`src/probe_pkg.sv`:
```
// constants, register map and state codes of the line probe sequencer
package probe_pkg;
  localparam int CLK_KHZ = 50000;
  localparam int TICK_US = 1000;
  localparam int TICK_CYCLES = CLK_KHZ * TICK_US / 1000;
  localparam int GAP_MS = 200;
  localparam int DUR_STEP_MS = 50;
  localparam int TOTAL_MS = 10000;
  localparam logic [5:0] DUR_MIN = 6'h01;
  localparam logic [5:0] DUR_MAX = 6'h3e;
  localparam logic [5:0] PSD_MIN = 6'h03;
  localparam logic [5:0] PSD_MAX = 6'h24;
  localparam logic [2:0] POLY_RSV = 3'h6;
  localparam logic [7:0] CTRL_OFS = 8'h00;
  localparam logic [7:0] DUR_OFS = 8'h04;
  localparam logic [7:0] LINK_OFS = 8'h08;
  localparam logic [7:0] STAT_OFS = 8'h0c;
  localparam logic [7:0] RATE0_OFS = 8'h10;
  localparam int CTRL_SEL = 0;
  localparam int CTRL_CEN = 1;
  localparam int CTRL_4W = 2;
  localparam int CTRL_SIL = 3;
  localparam int CTRL_POLY = 4;
  localparam int DUR_REM = 0;
  localparam int DUR_CEN = 8;
  localparam int LINK_MREM = 0;
  localparam int LINK_MCEN = 8;
  localparam int LINK_BO = 16;
  localparam int STAT_BUSY = 0;
  localparam int STAT_DONE = 1;
  localparam int STAT_OVR = 2;
  localparam int STAT_SKIP = 3;
  localparam int STAT_SIDE = 4;
  localparam int STAT_SLOT = 8;
  localparam int RATE_DIV = 0;
  localparam int RATE_PSD = 16;
  localparam logic [5:0] DUR_RST = 6'h01;
  localparam logic [3:0] BACKOFF_RST = 4'h6;
  localparam logic [15:0] DIV_RST = 16'h0019;
  localparam logic [5:0] PSD_RST = 6'h03;
  typedef enum logic [3:0] {
    S_IDLE = 4'h1,
    S_LEAD = 4'h2,
    S_BURST = 4'h4,
    S_TAIL = 4'h8
  } phase_e;
endpackage

```
`src/line_probe.sv`:
```
// line probe sequencer with preactivation scrambler and apb register file
`timescale 1ns/1ns
module line_probe #(
  parameter int NUM_RATES = 4,
  parameter int TICK_CYC = probe_pkg::TICK_CYCLES
) (
  input wire logic pclk,
  input wire logic presetn,
  input wire logic psel,
  input wire logic penable,
  input wire logic pwrite,
  input wire logic [7:0] paddr,
  input wire logic [31:0] pwdata,
  output logic [31:0] prdata,
  output logic pready,
  output logic pslverr,
  input wire logic hs1_done,
  output logic hs2_start,
  output logic probe_abort,
  output logic tx_bit,
  output logic sym_stb,
  output logic tx_en_pair1,
  output logic tx_en_pair2,
  output logic [2:0] rate_slot,
  output logic [5:0] psd_code,
  output logic [3:0] backoff
);
  localparam int TW = $clog2(TICK_CYC + 1);
  if (NUM_RATES < 1 || NUM_RATES > 8 || TICK_CYC < 2)
    $error("line_probe: unsupported parameters");
  typedef struct packed {
    probe_pkg::phase_e st;
    logic side;
    logic [2:0] slot;
    logic [11:0] ms_cnt;
    logic [13:0] total_ms;
    logic [TW-1:0] tick_cnt;
    logic [15:0] sym_cnt;
    logic [22:0] sr;
    logic sel, cen, fw, sil;
    logic [2:0] poly;
    logic [5:0] dur_rem, dur_cen;
    logic [NUM_RATES-1:0] mask_rem, mask_cen;
    logic [3:0] bo;
    logic [NUM_RATES-1:0][15:0] div;
    logic [NUM_RATES-1:0][5:0] psd;
    logic done, overrun, skipped;
    logic pready, pslverr;
    logic [31:0] prdata;
    logic tx_bit, tx_p1, tx_p2, sym_stb, hs2, abort_p;
    logic [5:0] psd_o;
    logic [3:0] bo_o;
  } state_s;
  state_s q_r, q_nxt;
  logic [NUM_RATES-1:0] rate_hit;
  logic [11:0] blen_chk;
  assign blen_chk = 12'((q_r.side ? q_r.dur_cen : q_r.dur_rem) * probe_pkg::DUR_STEP_MS);
  genvar g;
  generate
    for (g = 0; g < NUM_RATES; g++)
    begin : g_hit
      assign rate_hit[g] = paddr == probe_pkg::RATE0_OFS + 8'(4 * g);
    end
  endgenerate
  // lowest set mask bit at or above from; msb of result flags a hit
  function automatic logic [3:0] first_at(input logic [NUM_RATES-1:0] m, input logic [3:0] from);
    logic [3:0] r;
    r = 4'h0;
    for (int k = NUM_RATES - 1; k >= 0; k--)
      if (m[k] && k >= int'(from))
        r = {1'b1, 3'(k)};
    return r;
  endfunction
  // feedback taps; h[k-1] holds the output k symbols back
  function automatic logic taps(input logic [2:0] p, input logic c, input logic [22:0] h);
    case (p)
      3'h0: taps = c ? h[4] ^ h[22] : h[17] ^ h[22];
      3'h1: taps = h[0];
      3'h2: taps = c ? h[1] ^ h[4] : h[2] ^ h[4];
      3'h3: taps = c ? h[0] ^ h[5] : h[4] ^ h[5];
      3'h4: taps = c ? h[2] ^ h[6] : h[3] ^ h[6];
      3'h5: taps = c ? h[1] ^ h[2] ^ h[3] ^ h[7] : h[3] ^ h[4] ^ h[5] ^ h[7];
      default: taps = 1'b0;
    endcase
  endfunction
  always_comb
  begin
    logic [3:0] nx;
    logic tick;
    logic newbit;
    logic mapped;
    logic wr;
    nx = 4'h0;
    q_nxt = q_r;
    tick = q_r.tick_cnt == TW'(TICK_CYC - 1);
    newbit = 1'b1 ^ taps(q_r.poly, q_r.cen, q_r.sr);
    mapped = (|rate_hit) || paddr == probe_pkg::CTRL_OFS || paddr == probe_pkg::DUR_OFS
      || paddr == probe_pkg::LINK_OFS || paddr == probe_pkg::STAT_OFS;
    wr = psel && penable && q_r.pready && pwrite && !q_r.pslverr;
    q_nxt.pready = 1'b0;
    q_nxt.sym_stb = 1'b0;
    q_nxt.hs2 = 1'b0;
    q_nxt.abort_p = 1'b0;
    // apb: answer is prepared in setup so every output leaves a flop
    if (psel && !penable)
    begin
      q_nxt.pready = 1'b1;
      q_nxt.prdata = 32'h0;
      // writes set up while busy are refused; one set up in the cycle hs1_done starts the probe is applied one cycle into it
      q_nxt.pslverr = !mapped || (pwrite && q_r.st != probe_pkg::S_IDLE);
      unique case (1'b1)
        paddr == probe_pkg::CTRL_OFS:
        begin
          q_nxt.prdata[probe_pkg::CTRL_SEL] = q_r.sel;
          q_nxt.prdata[probe_pkg::CTRL_CEN] = q_r.cen;
          q_nxt.prdata[probe_pkg::CTRL_4W] = q_r.fw;
          q_nxt.prdata[probe_pkg::CTRL_SIL] = q_r.sil;
          q_nxt.prdata[probe_pkg::CTRL_POLY +: 3] = q_r.poly;
        end
        paddr == probe_pkg::DUR_OFS:
        begin
          q_nxt.prdata[probe_pkg::DUR_REM +: 6] = q_r.dur_rem;
          q_nxt.prdata[probe_pkg::DUR_CEN +: 6] = q_r.dur_cen;
        end
        paddr == probe_pkg::LINK_OFS:
        begin
          q_nxt.prdata[probe_pkg::LINK_MREM +: NUM_RATES] = q_r.mask_rem;
          q_nxt.prdata[probe_pkg::LINK_MCEN +: NUM_RATES] = q_r.mask_cen;
          q_nxt.prdata[probe_pkg::LINK_BO +: 4] = q_r.bo;
        end
        paddr == probe_pkg::STAT_OFS:
        begin
          q_nxt.prdata[probe_pkg::STAT_BUSY] = q_r.st != probe_pkg::S_IDLE;
          q_nxt.prdata[probe_pkg::STAT_DONE] = q_r.done;
          q_nxt.prdata[probe_pkg::STAT_OVR] = q_r.overrun;
          q_nxt.prdata[probe_pkg::STAT_SKIP] = q_r.skipped;
          q_nxt.prdata[probe_pkg::STAT_SIDE] = q_r.side;
          q_nxt.prdata[probe_pkg::STAT_SLOT +: 3] = q_r.slot;
        end
        default:
          for (int k = 0; k < NUM_RATES; k++)
            if (rate_hit[k])
            begin
              q_nxt.prdata[probe_pkg::RATE_DIV +: 16] = q_r.div[k];
              q_nxt.prdata[probe_pkg::RATE_PSD +: 6] = q_r.psd[k];
            end
      endcase
    end
    // out-of-range writes to a field leave it unchanged
    if (wr)
    begin
      if (paddr == probe_pkg::CTRL_OFS)
      begin
        q_nxt.sel = pwdata[probe_pkg::CTRL_SEL];
        q_nxt.cen = pwdata[probe_pkg::CTRL_CEN];
        q_nxt.fw = pwdata[probe_pkg::CTRL_4W];
        q_nxt.sil = pwdata[probe_pkg::CTRL_SIL];
        if (pwdata[probe_pkg::CTRL_POLY +: 3] < probe_pkg::POLY_RSV)
          q_nxt.poly = pwdata[probe_pkg::CTRL_POLY +: 3];
      end
      if (paddr == probe_pkg::DUR_OFS)
      begin
        if (pwdata[probe_pkg::DUR_REM +: 6] >= probe_pkg::DUR_MIN
            && pwdata[probe_pkg::DUR_REM +: 6] <= probe_pkg::DUR_MAX)
          q_nxt.dur_rem = pwdata[probe_pkg::DUR_REM +: 6];
        if (pwdata[probe_pkg::DUR_CEN +: 6] >= probe_pkg::DUR_MIN
            && pwdata[probe_pkg::DUR_CEN +: 6] <= probe_pkg::DUR_MAX)
          q_nxt.dur_cen = pwdata[probe_pkg::DUR_CEN +: 6];
      end
      if (paddr == probe_pkg::LINK_OFS)
      begin
        q_nxt.mask_rem = pwdata[probe_pkg::LINK_MREM +: NUM_RATES];
        q_nxt.mask_cen = pwdata[probe_pkg::LINK_MCEN +: NUM_RATES];
        q_nxt.bo = pwdata[probe_pkg::LINK_BO +: 4];
      end
      for (int k = 0; k < NUM_RATES; k++)
        if (rate_hit[k])
        begin
          if (pwdata[probe_pkg::RATE_DIV +: 16] != 16'h0)
            q_nxt.div[k] = pwdata[probe_pkg::RATE_DIV +: 16];
          if (pwdata[probe_pkg::RATE_PSD +: 6] >= probe_pkg::PSD_MIN
              && pwdata[probe_pkg::RATE_PSD +: 6] <= probe_pkg::PSD_MAX)
            q_nxt.psd[k] = pwdata[probe_pkg::RATE_PSD +: 6];
        end
    end
    // millisecond timebase runs only while the sequence is busy
    if (q_r.st != probe_pkg::S_IDLE)
    begin
      q_nxt.tick_cnt = tick ? TW'(0) : q_r.tick_cnt + TW'(1);
      q_nxt.ms_cnt = q_r.ms_cnt + 12'(tick);
      q_nxt.total_ms = q_r.total_ms + 14'(tick);
    end
    unique case (q_r.st)
      probe_pkg::S_IDLE:
        if (hs1_done)
        begin
          q_nxt.done = 1'b0;
          q_nxt.overrun = 1'b0;
          q_nxt.skipped = !q_r.sel;
          if (!q_r.sel)
            q_nxt.hs2 = 1'b1;
          else
          begin
            q_nxt.sr = 23'h0;
            q_nxt.tick_cnt = TW'(0);
            q_nxt.ms_cnt = 12'h000;
            q_nxt.total_ms = 14'h0000;
            q_nxt.st = probe_pkg::S_LEAD;
            nx = first_at(q_r.mask_rem, 4'h0);
            q_nxt.side = !nx[3];
            if (!nx[3])
              nx = first_at(q_r.mask_cen, 4'h0);
            q_nxt.slot = nx[2:0];
            if (!nx[3])
              q_nxt.st = probe_pkg::S_TAIL;
          end
        end
      probe_pkg::S_LEAD:
        if (tick && q_r.ms_cnt == 12'(probe_pkg::GAP_MS - 1))
        begin
          q_nxt.st = probe_pkg::S_BURST;
          q_nxt.ms_cnt = 12'h000;
          q_nxt.sym_cnt = 16'h0;
          q_nxt.psd_o = q_r.psd[q_r.slot];
          q_nxt.bo_o = q_r.bo;
          q_nxt.tx_p1 = q_r.side == q_r.cen && !q_r.sil;
          q_nxt.tx_p2 = q_r.side == q_r.cen && !q_r.sil && q_r.fw;
        end
      probe_pkg::S_BURST:
      begin
        q_nxt.sym_cnt = q_r.sym_cnt + 16'h1;
        if (q_r.sym_cnt == q_r.div[q_r.slot] - 16'h1)
        begin
          q_nxt.sym_cnt = 16'h0;
          // no symbol on the closing edge, so every strobe lands inside the enable
          if (q_r.tx_p1 && !(tick && q_r.ms_cnt == blen_chk - 12'h001))
          begin
            q_nxt.sr = {q_r.sr[21:0], newbit};
            q_nxt.tx_bit = newbit;
            q_nxt.sym_stb = 1'b1;
          end
        end
        if (tick && q_r.ms_cnt == blen_chk - 12'h001)
        begin
          q_nxt.tx_p1 = 1'b0;
          q_nxt.tx_p2 = 1'b0;
          q_nxt.ms_cnt = 12'h000;
          q_nxt.st = probe_pkg::S_LEAD;
          nx = first_at(q_r.side ? q_r.mask_cen : q_r.mask_rem, {1'b0, q_r.slot} + 4'h1);
          if (!nx[3] && !q_r.side)
          begin
            q_nxt.side = 1'b1;
            nx = first_at(q_r.mask_cen, 4'h0);
          end
          q_nxt.slot = nx[2:0];
          if (!nx[3])
            q_nxt.st = probe_pkg::S_TAIL;
        end
      end
      probe_pkg::S_TAIL:
        if (tick && q_r.ms_cnt == 12'(probe_pkg::GAP_MS - 1))
        begin
          q_nxt.st = probe_pkg::S_IDLE;
          q_nxt.hs2 = 1'b1;
          q_nxt.done = 1'b1;
        end
      default:
        q_nxt.st = probe_pkg::S_IDLE;
    endcase
    // a phase that would run past the limit is cut short, line left silent
    if (q_r.st != probe_pkg::S_IDLE && q_nxt.st != probe_pkg::S_IDLE && tick
        && q_r.total_ms == 14'(probe_pkg::TOTAL_MS - 1))
    begin
      q_nxt.st = probe_pkg::S_IDLE;
      q_nxt.tx_p1 = 1'b0;
      q_nxt.tx_p2 = 1'b0;
      q_nxt.sym_stb = 1'b0;
      q_nxt.tx_bit = q_r.tx_bit;
      q_nxt.overrun = 1'b1;
      q_nxt.abort_p = 1'b1;
    end
  end
  always_ff @(posedge pclk or negedge presetn)
  begin
    if (!presetn)
    begin
      q_r <= '0;
      q_r.st <= probe_pkg::S_IDLE;
      q_r.dur_rem <= probe_pkg::DUR_RST;
      q_r.dur_cen <= probe_pkg::DUR_RST;
      q_r.bo <= probe_pkg::BACKOFF_RST;
      q_r.div <= {NUM_RATES{probe_pkg::DIV_RST}};
      q_r.psd <= {NUM_RATES{probe_pkg::PSD_RST}};
    end
    else
      q_r <= q_nxt;
  end
  assign prdata = q_r.prdata;
  assign pready = q_r.pready;
  assign pslverr = q_r.pslverr;
  assign hs2_start = q_r.hs2;
  assign probe_abort = q_r.abort_p;
  assign tx_bit = q_r.tx_bit;
  assign sym_stb = q_r.sym_stb;
  assign tx_en_pair1 = q_r.tx_p1;
  assign tx_en_pair2 = q_r.tx_p2;
  assign rate_slot = q_r.slot;
  assign psd_code = q_r.psd_o;
  assign backoff = q_r.bo_o;
endmodule

```
`config.mk`:
```
export PLATFORM = sky130hd
export DESIGN_NAME = line_probe
export DESIGN_NICKNAME = d
export VERILOG_FILES = /design/src/probe_pkg.sv /design/src/line_probe.sv
export SDC_FILE = /design/constraint.sdc
export NUM_CORES = 1
export LEC_CHECK = 0
export ABC_AREA = 0
export BUFFER_PORTS_ARGS = -buffer_cell sky130_fd_sc_hd__buf_2
export CAP_MARGIN = 25
export CORE_ASPECT_RATIO = 1.1
export CORE_MARGIN = 8
export CORE_UTILIZATION = 55
export CTS_CLUSTER_DIAMETER = 120
export DETAILED_ROUTE_END_ITERATION = 12
export GPL_TIMING_DRIVEN = 0
export PLACE_DENSITY = 0.74
export SYNTH_ARGS = -nofsm -noshare
export SYNTH_HDL_FRONTEND = slang
export SYNTH_SLANG_ARGS = --single-unit
```
`constraint.sdc`:
```
create_clock -name pclk -period 14.6 [get_ports pclk]
set_input_delay 1.46 -clock pclk [delete_from_list [all_inputs] [get_ports pclk]]
set_output_delay 1.46 -clock pclk [all_outputs]
set_load 0.03 [all_outputs]
```
# Word level (Yosys, flattened, before mapping)
# Index checks and enable logic that the tools add are counted.
[word_totals]
inputBits = 46
regBits = 251
[op_classes]
reduce_logical = 75
add_sub_neg = 7
magnitude_cmp = 12
mux = 92
eq_ne = 34
bitwise_logic = 16
n_mul = 1
[ops]
columns = ["operator", "n"]
rows = [
  ["$mux 4", 30],
  ["$mux 50", 2],
  ["$mux 22", 4],
  ["$mux 23", 3],
  ["$mux 16", 3],
  ["$pmux 23 s2", 1],
  ["$mux 42", 1],
  ["$mux 39", 1],
  ["$reduce_and 3->1", 13],
  ["$pmux 12 s3", 1],
  ["$mux 34", 1],
  ["$add 16x1->16 const B", 2],
  ["$bmux 16 s2", 1],
  ["$eq 8x5->1 const B", 4],
  ["$pmux 16 s2", 1],
  ["$pmux 4 s4", 2],
  ["$mux 30", 1],
  ["$logic_and 1x1->1", 22],
  ["$mux 20", 1],
  ["$le 6x6->1 const B", 3],
  ["$eq 16x16->1", 1],
  ["$eq 16x16->1 const B", 1],
  ["$eq 8x4->1 const B", 2],
  ["$mux 1", 16],
  ["other kinds (53)", 120],
]

# Longest topological paths before layout
[depth]
ltp_word = 23
mapped_depth = 18
mapped_depth_nobuf = 15

# Worst setup path after synthesis
# OpenSTA, ideal clock, no wires.
[synth_timing]
path_kind = "flip-flop to flip-flop"
start = "reg q_r[256] (netlist name)"
end = "reg q_r[243] (netlist name)"
arrival_ps = 5049
setup_slack_ps = 9429
setup_ps = 121
n_path_buf = 3
synth_period_minus_slack_ps = 5171
stages_incl_launch_ff = 19
required_ps = 14479
cell_sequence = "dfrtp_1 buf_2 buf_1 mux2i_1 inv_1 ha_1 ha_1 ha_1 fa_1 nor3_1 nand4_1 and2_0 a221o_1 or4_1 a2111oi_4 nor2_2 a2111oi_2 buf_2 nor2_1"
[synth_lines]
columns = ["element", "line_no", "source"]
rows = [
  ["start, declared", "line_probe.sv:54", "state_s q_r, q_nxt;"],
  ["start signal, assigned", "line_probe.sv:296", "q_r <= q_nxt;"],
]

==> qor.csv <==
stage,metric,value,unit
sta,clock_skew,0.0264,ns
setup_path,cpMaxStageDelayCell,a2111oi_4,
setup_path,ff2ff_setup_slack,8.42,ns
setup_path,crit_type,reg -> reg,
detailed_routing,vias,11200,
detailed_routing,highest_layer,met4,
logic_synthesis,syn-mean-instance-area,10.4,sq um
cts,insertion_delay,0.54,ns
detailed_routing,wirelength,36500,microns
logic_synthesis,yosysWarnings,0,
logic_synthesis,yosys.area_share.simple,0.159,
setup_path,r2r_end,q_r[249],
logic_synthesis,synthMuxAreaShare,0.147,
logic_synthesis,ys_seq_area_frac,0.446,
setup_path,critPathMaxFanout,10,
detailed_routing,route.met3.wl,2440,microns
setup_path,start_kind,flip-flop,
sta,max_freq,162,MHz
layout,finalInstanceArea,15900,sq um
power_and_ir_drop,leakagePower,0.00772,uW
setup_path,rr_worst_depth,18,
placed_design,place.gp.congestion,0.895,
cts,cts_buffer_depth,3,
sta,setup_violations,0,
setup_path,crit_top_cell,ha_1,
sta,finalHoldViolations,0,
global_routing,grt_max_degree,125,
cts,htreeDepth,1,
layout,area_growth,12.6,%
logic_synthesis,synth_top_family_by_area,simple AND/OR/NAND/NOR gates,
detailed_routing,wl_per_cell,19.8,microns
logic_synthesis,synth_compound_area_frac,0.113,
floorplanning,die_x,169,microns
cts,ctsResizeCount,0,
placed_design,placed_area,15000,sq um
sta,fin_tns_setup,0,ns
cts,cts_sinks,250,
setup_path,setup.worst_path.end,q_r[249],
detailed_routing,drc_errors,0,
cts,cts_setup_buffers,0,
detailed_routing,firstDrtPassIters,6,
setup_path,cp_top_family,adder cells,
global_routing,gr-total-overflow,0,
cts,cts-root-buf,clkbuf_16,
worst_hold_path,hp-class,reg -> reg,
logic_synthesis,synthCells,1363,
power_and_ir_drop,finalPower,1450,uW
setup_path,crit_start,q_r[256],
detailed_routing,wl_met1,14800,microns
floorplanning,die_area,31000,sq um
cts,cts_tree,done,
setup_path,critPathCaptureType,flip-flop,
floorplanning,start_util,0.559,
cts,hold_buffers,0,
run_status,run_status,"complete, no violations",
placed_design,port_buffers,71,
floorplanning,die_h,184,microns
layout,final_util,0.629,
setup_path,crit_arrival,6.58,ns
setup_path,crit_required,15.00,ns
layout,drive_gt1_frac,0.233,
detailed_routing,drt-initial-drc-count,1112,
cts,path_clk_slew,0.06,ns
sta,slew_headroom,0.248,
sta,min_period,6.18,ns
sta,worstMarginPinSlew,1.12,ns
logic_synthesis,synth_xor_area_frac,0.0470,
run,maxCapViolations,0,
setup_path,path_depth,18,
floorplanning,coreArea,25300,sq um
setup_path,r2r-start,q_r[256],
global_routing,first_global_vias,11200,
global_routing,grt_pass1_wl,59100,microns
layout,nNetsFinal,1561,
sta,maxSlewViolCount,0,
logic_synthesis,synth_area,14100,sq um
floorplanning,ios,99,
logic_synthesis,synthDistinctLibCells,78,
placed_design,hpwl,26400,microns
floorplanning,placementRows,61,
power_and_ir_drop,peakVddDrop,0.0000946,V
setup_path,crit_buf_inv,4,
detailed_routing,vias_per_cell,6.05,
detailed_routing,met2_length,17900,microns
logic_synthesis,synthAdderAreaFrac,0.0324,
logic_synthesis,synth-main-ff-cell,dfrtp_1,
logic_synthesis,ys_ff_latch,250,
power_and_ir_drop,p_per_area,91.4,nW/um^2
logic_synthesis,synth-edff-count,0,
global_routing,track_usage,0.235,
sta,finalCritPeriodShare,0.423,
detailed_routing,postRouteAntennaNets,0,
setup_path,critPathMaxStageDelay,0.55,ns
sta,rsz0062_at_grt,no,
setup_path,crit_path_cell_trace,buf_2 > buf_1 > mux2i_1 > inv_1 > ha_1 > ha_1 > ha_1 > fa_1 > xnor2_1 > nand4_1 > and2_0 > a221o_1 > or4_1 > a2111oi_4 > nor2_2 > a2111oi_2 > buf_2 > nor2_1,
global_routing,antenna_found_initial,2,
logic_synthesis,synthArstFlopShare,1.00,
cts,cts_made_buffers,27,
stage by stage:
stage | hold slack (ns) | std cells | setup WS (ns)
2_1_floorplan | 0.442 | 1373 | 9.43
3_3_place_gp | 0.463 | 1790 | 7.59
3_5_place_dp | 0.465 | 1795 | 8.51
4_1_cts | 0.475 | 1844 | 8.45
5_1_grt | 0.483 | 1847 | 8.09
6_report | 0.474 | 1847 | 8.42
final cells by class:
type	instances	area [sq um]
inverter	46	173
tap	346	433
multi-input combinational	969	7080
clock inverter	5	28.8
antenna	2	5.00
buffer	108	613
clock buffer	44	830
fill	2047	9370
timing repair buffer	77	443
sequential	250	6290
power by group:
| group | internal (uW) | switching [uW] | leakage [uW] |
|---|---|---|---|
| combinational | 27.2 | 55.7 | 0.00420 |
| sequential | 702 | 7.22 | 0.00308 |
| clock | 386 | 275 | 0.000427 |
| total | 1120 | 338 | 0.00772 |
cell usage after synthesis, types with 5 or more instances:
cell | n | area [sq um]
a211oi_1 | 5 | 37.5
a21o_1 | 11 | 82.6
a21oi_1 | 23 | 115
a221oi_1 | 8 | 70.1
a222oi_1 | 8 | 80.1
a22o_1 | 10 | 87.6
a22oi_1 | 39 | 293
a31oi_1 | 29 | 181
a41oi_1 | 6 | 52.6
and3_1 | 14 | 87.6
and4_1 | 6 | 52.6
buf_1 | 7 | 26.3
buf_2 | 7 | 35.0
buf_4 | 47 | 353
clkbuf_1 | 44 | 165
dfrtp_1 | 225 | 5630
dfstp_2 | 25 | 657
ha_1 | 35 | 438
inv_1 | 45 | 169
mux2_2 | 107 | 1200
mux2i_1 | 37 | 370
mux4_2 | 22 | 495
nand2_1 | 159 | 597
nand2b_1 | 10 | 62.6
nand3_1 | 30 | 150
nand3b_1 | 6 | 45.0
nand4_1 | 21 | 131
nor2_1 | 107 | 402
nor2b_1 | 11 | 68.8
nor3_1 | 19 | 95.1
nor3b_1 | 6 | 45.0
nor4_1 | 17 | 106
o211ai_1 | 5 | 37.5
o21ai_0 | 45 | 225
o21bai_1 | 9 | 67.6
or2_2 | 5 | 31.3
or3_1 | 13 | 81.3
or4_1 | 7 | 52.6
xnor2_1 | 33 | 289
xor2_1 | 40 | 350
cell families after synthesis:
logic type                 count (synthesis)
other                                      1
AOI/OAI and AO/OA                        227
adders and majority gates                 36
and+or+nand+nor                          455
muxes                                    166
xor gates and xnor gates                  74
DFF                                      250
buffers and inverters                    154
registers in the layout (all words and copies together), names as in the netlist, 2 cells and up:
name / flops
psd_code: 6
rate_slot: 2
prdata: 22
q_r: 208
backoff: 4
tightest hold or removal path: cells and delay by family, from the launching register on:
family           cells  cell delay, ns
and+or+nand+nor      2            0.09
DFF                  1            0.38
worst min-delay path by stage:
stage / from / end / depth (start not counted)
after floorplan: q_r[159] / q_r[159] / 2
after global placement: q_r[159] / q_r[159] / 2
after detailed placement: q_r[159] / q_r[159] / 2
after CTS: q_r[159] / q_r[159] / 2
after global routing: q_r[159] / q_r[159] / 2
final: q_r[159] / q_r[159] / 2
per-layer routing:
layer / vias to the layer above / global-route usage
met5: - / 0
met1: 5546 / 0.299
met4: 0 / 0.0940
met2: 419 / 0.398
li1: 5112 / -
met3: 106 / 0.0357
cell usage in the layout (no fill, tap or decap), drive strengths merged, types with 14 or more instances in the layout:
master    n
nand3    31
nor3     20
dfstp    25
ha       35
mux2i    37
and3     14
xor2     40
clkbuf   89
xnor2    33
mux2    107
o21ai    46
dfrtp   225
inv      47
a31oi    29
a22oi    39
a21oi    23
nand4    22
nor4     19
nand2   159
buf     140
nor2    108
mux4     22
Note: power is estimated with default switching activity, not from simulation.
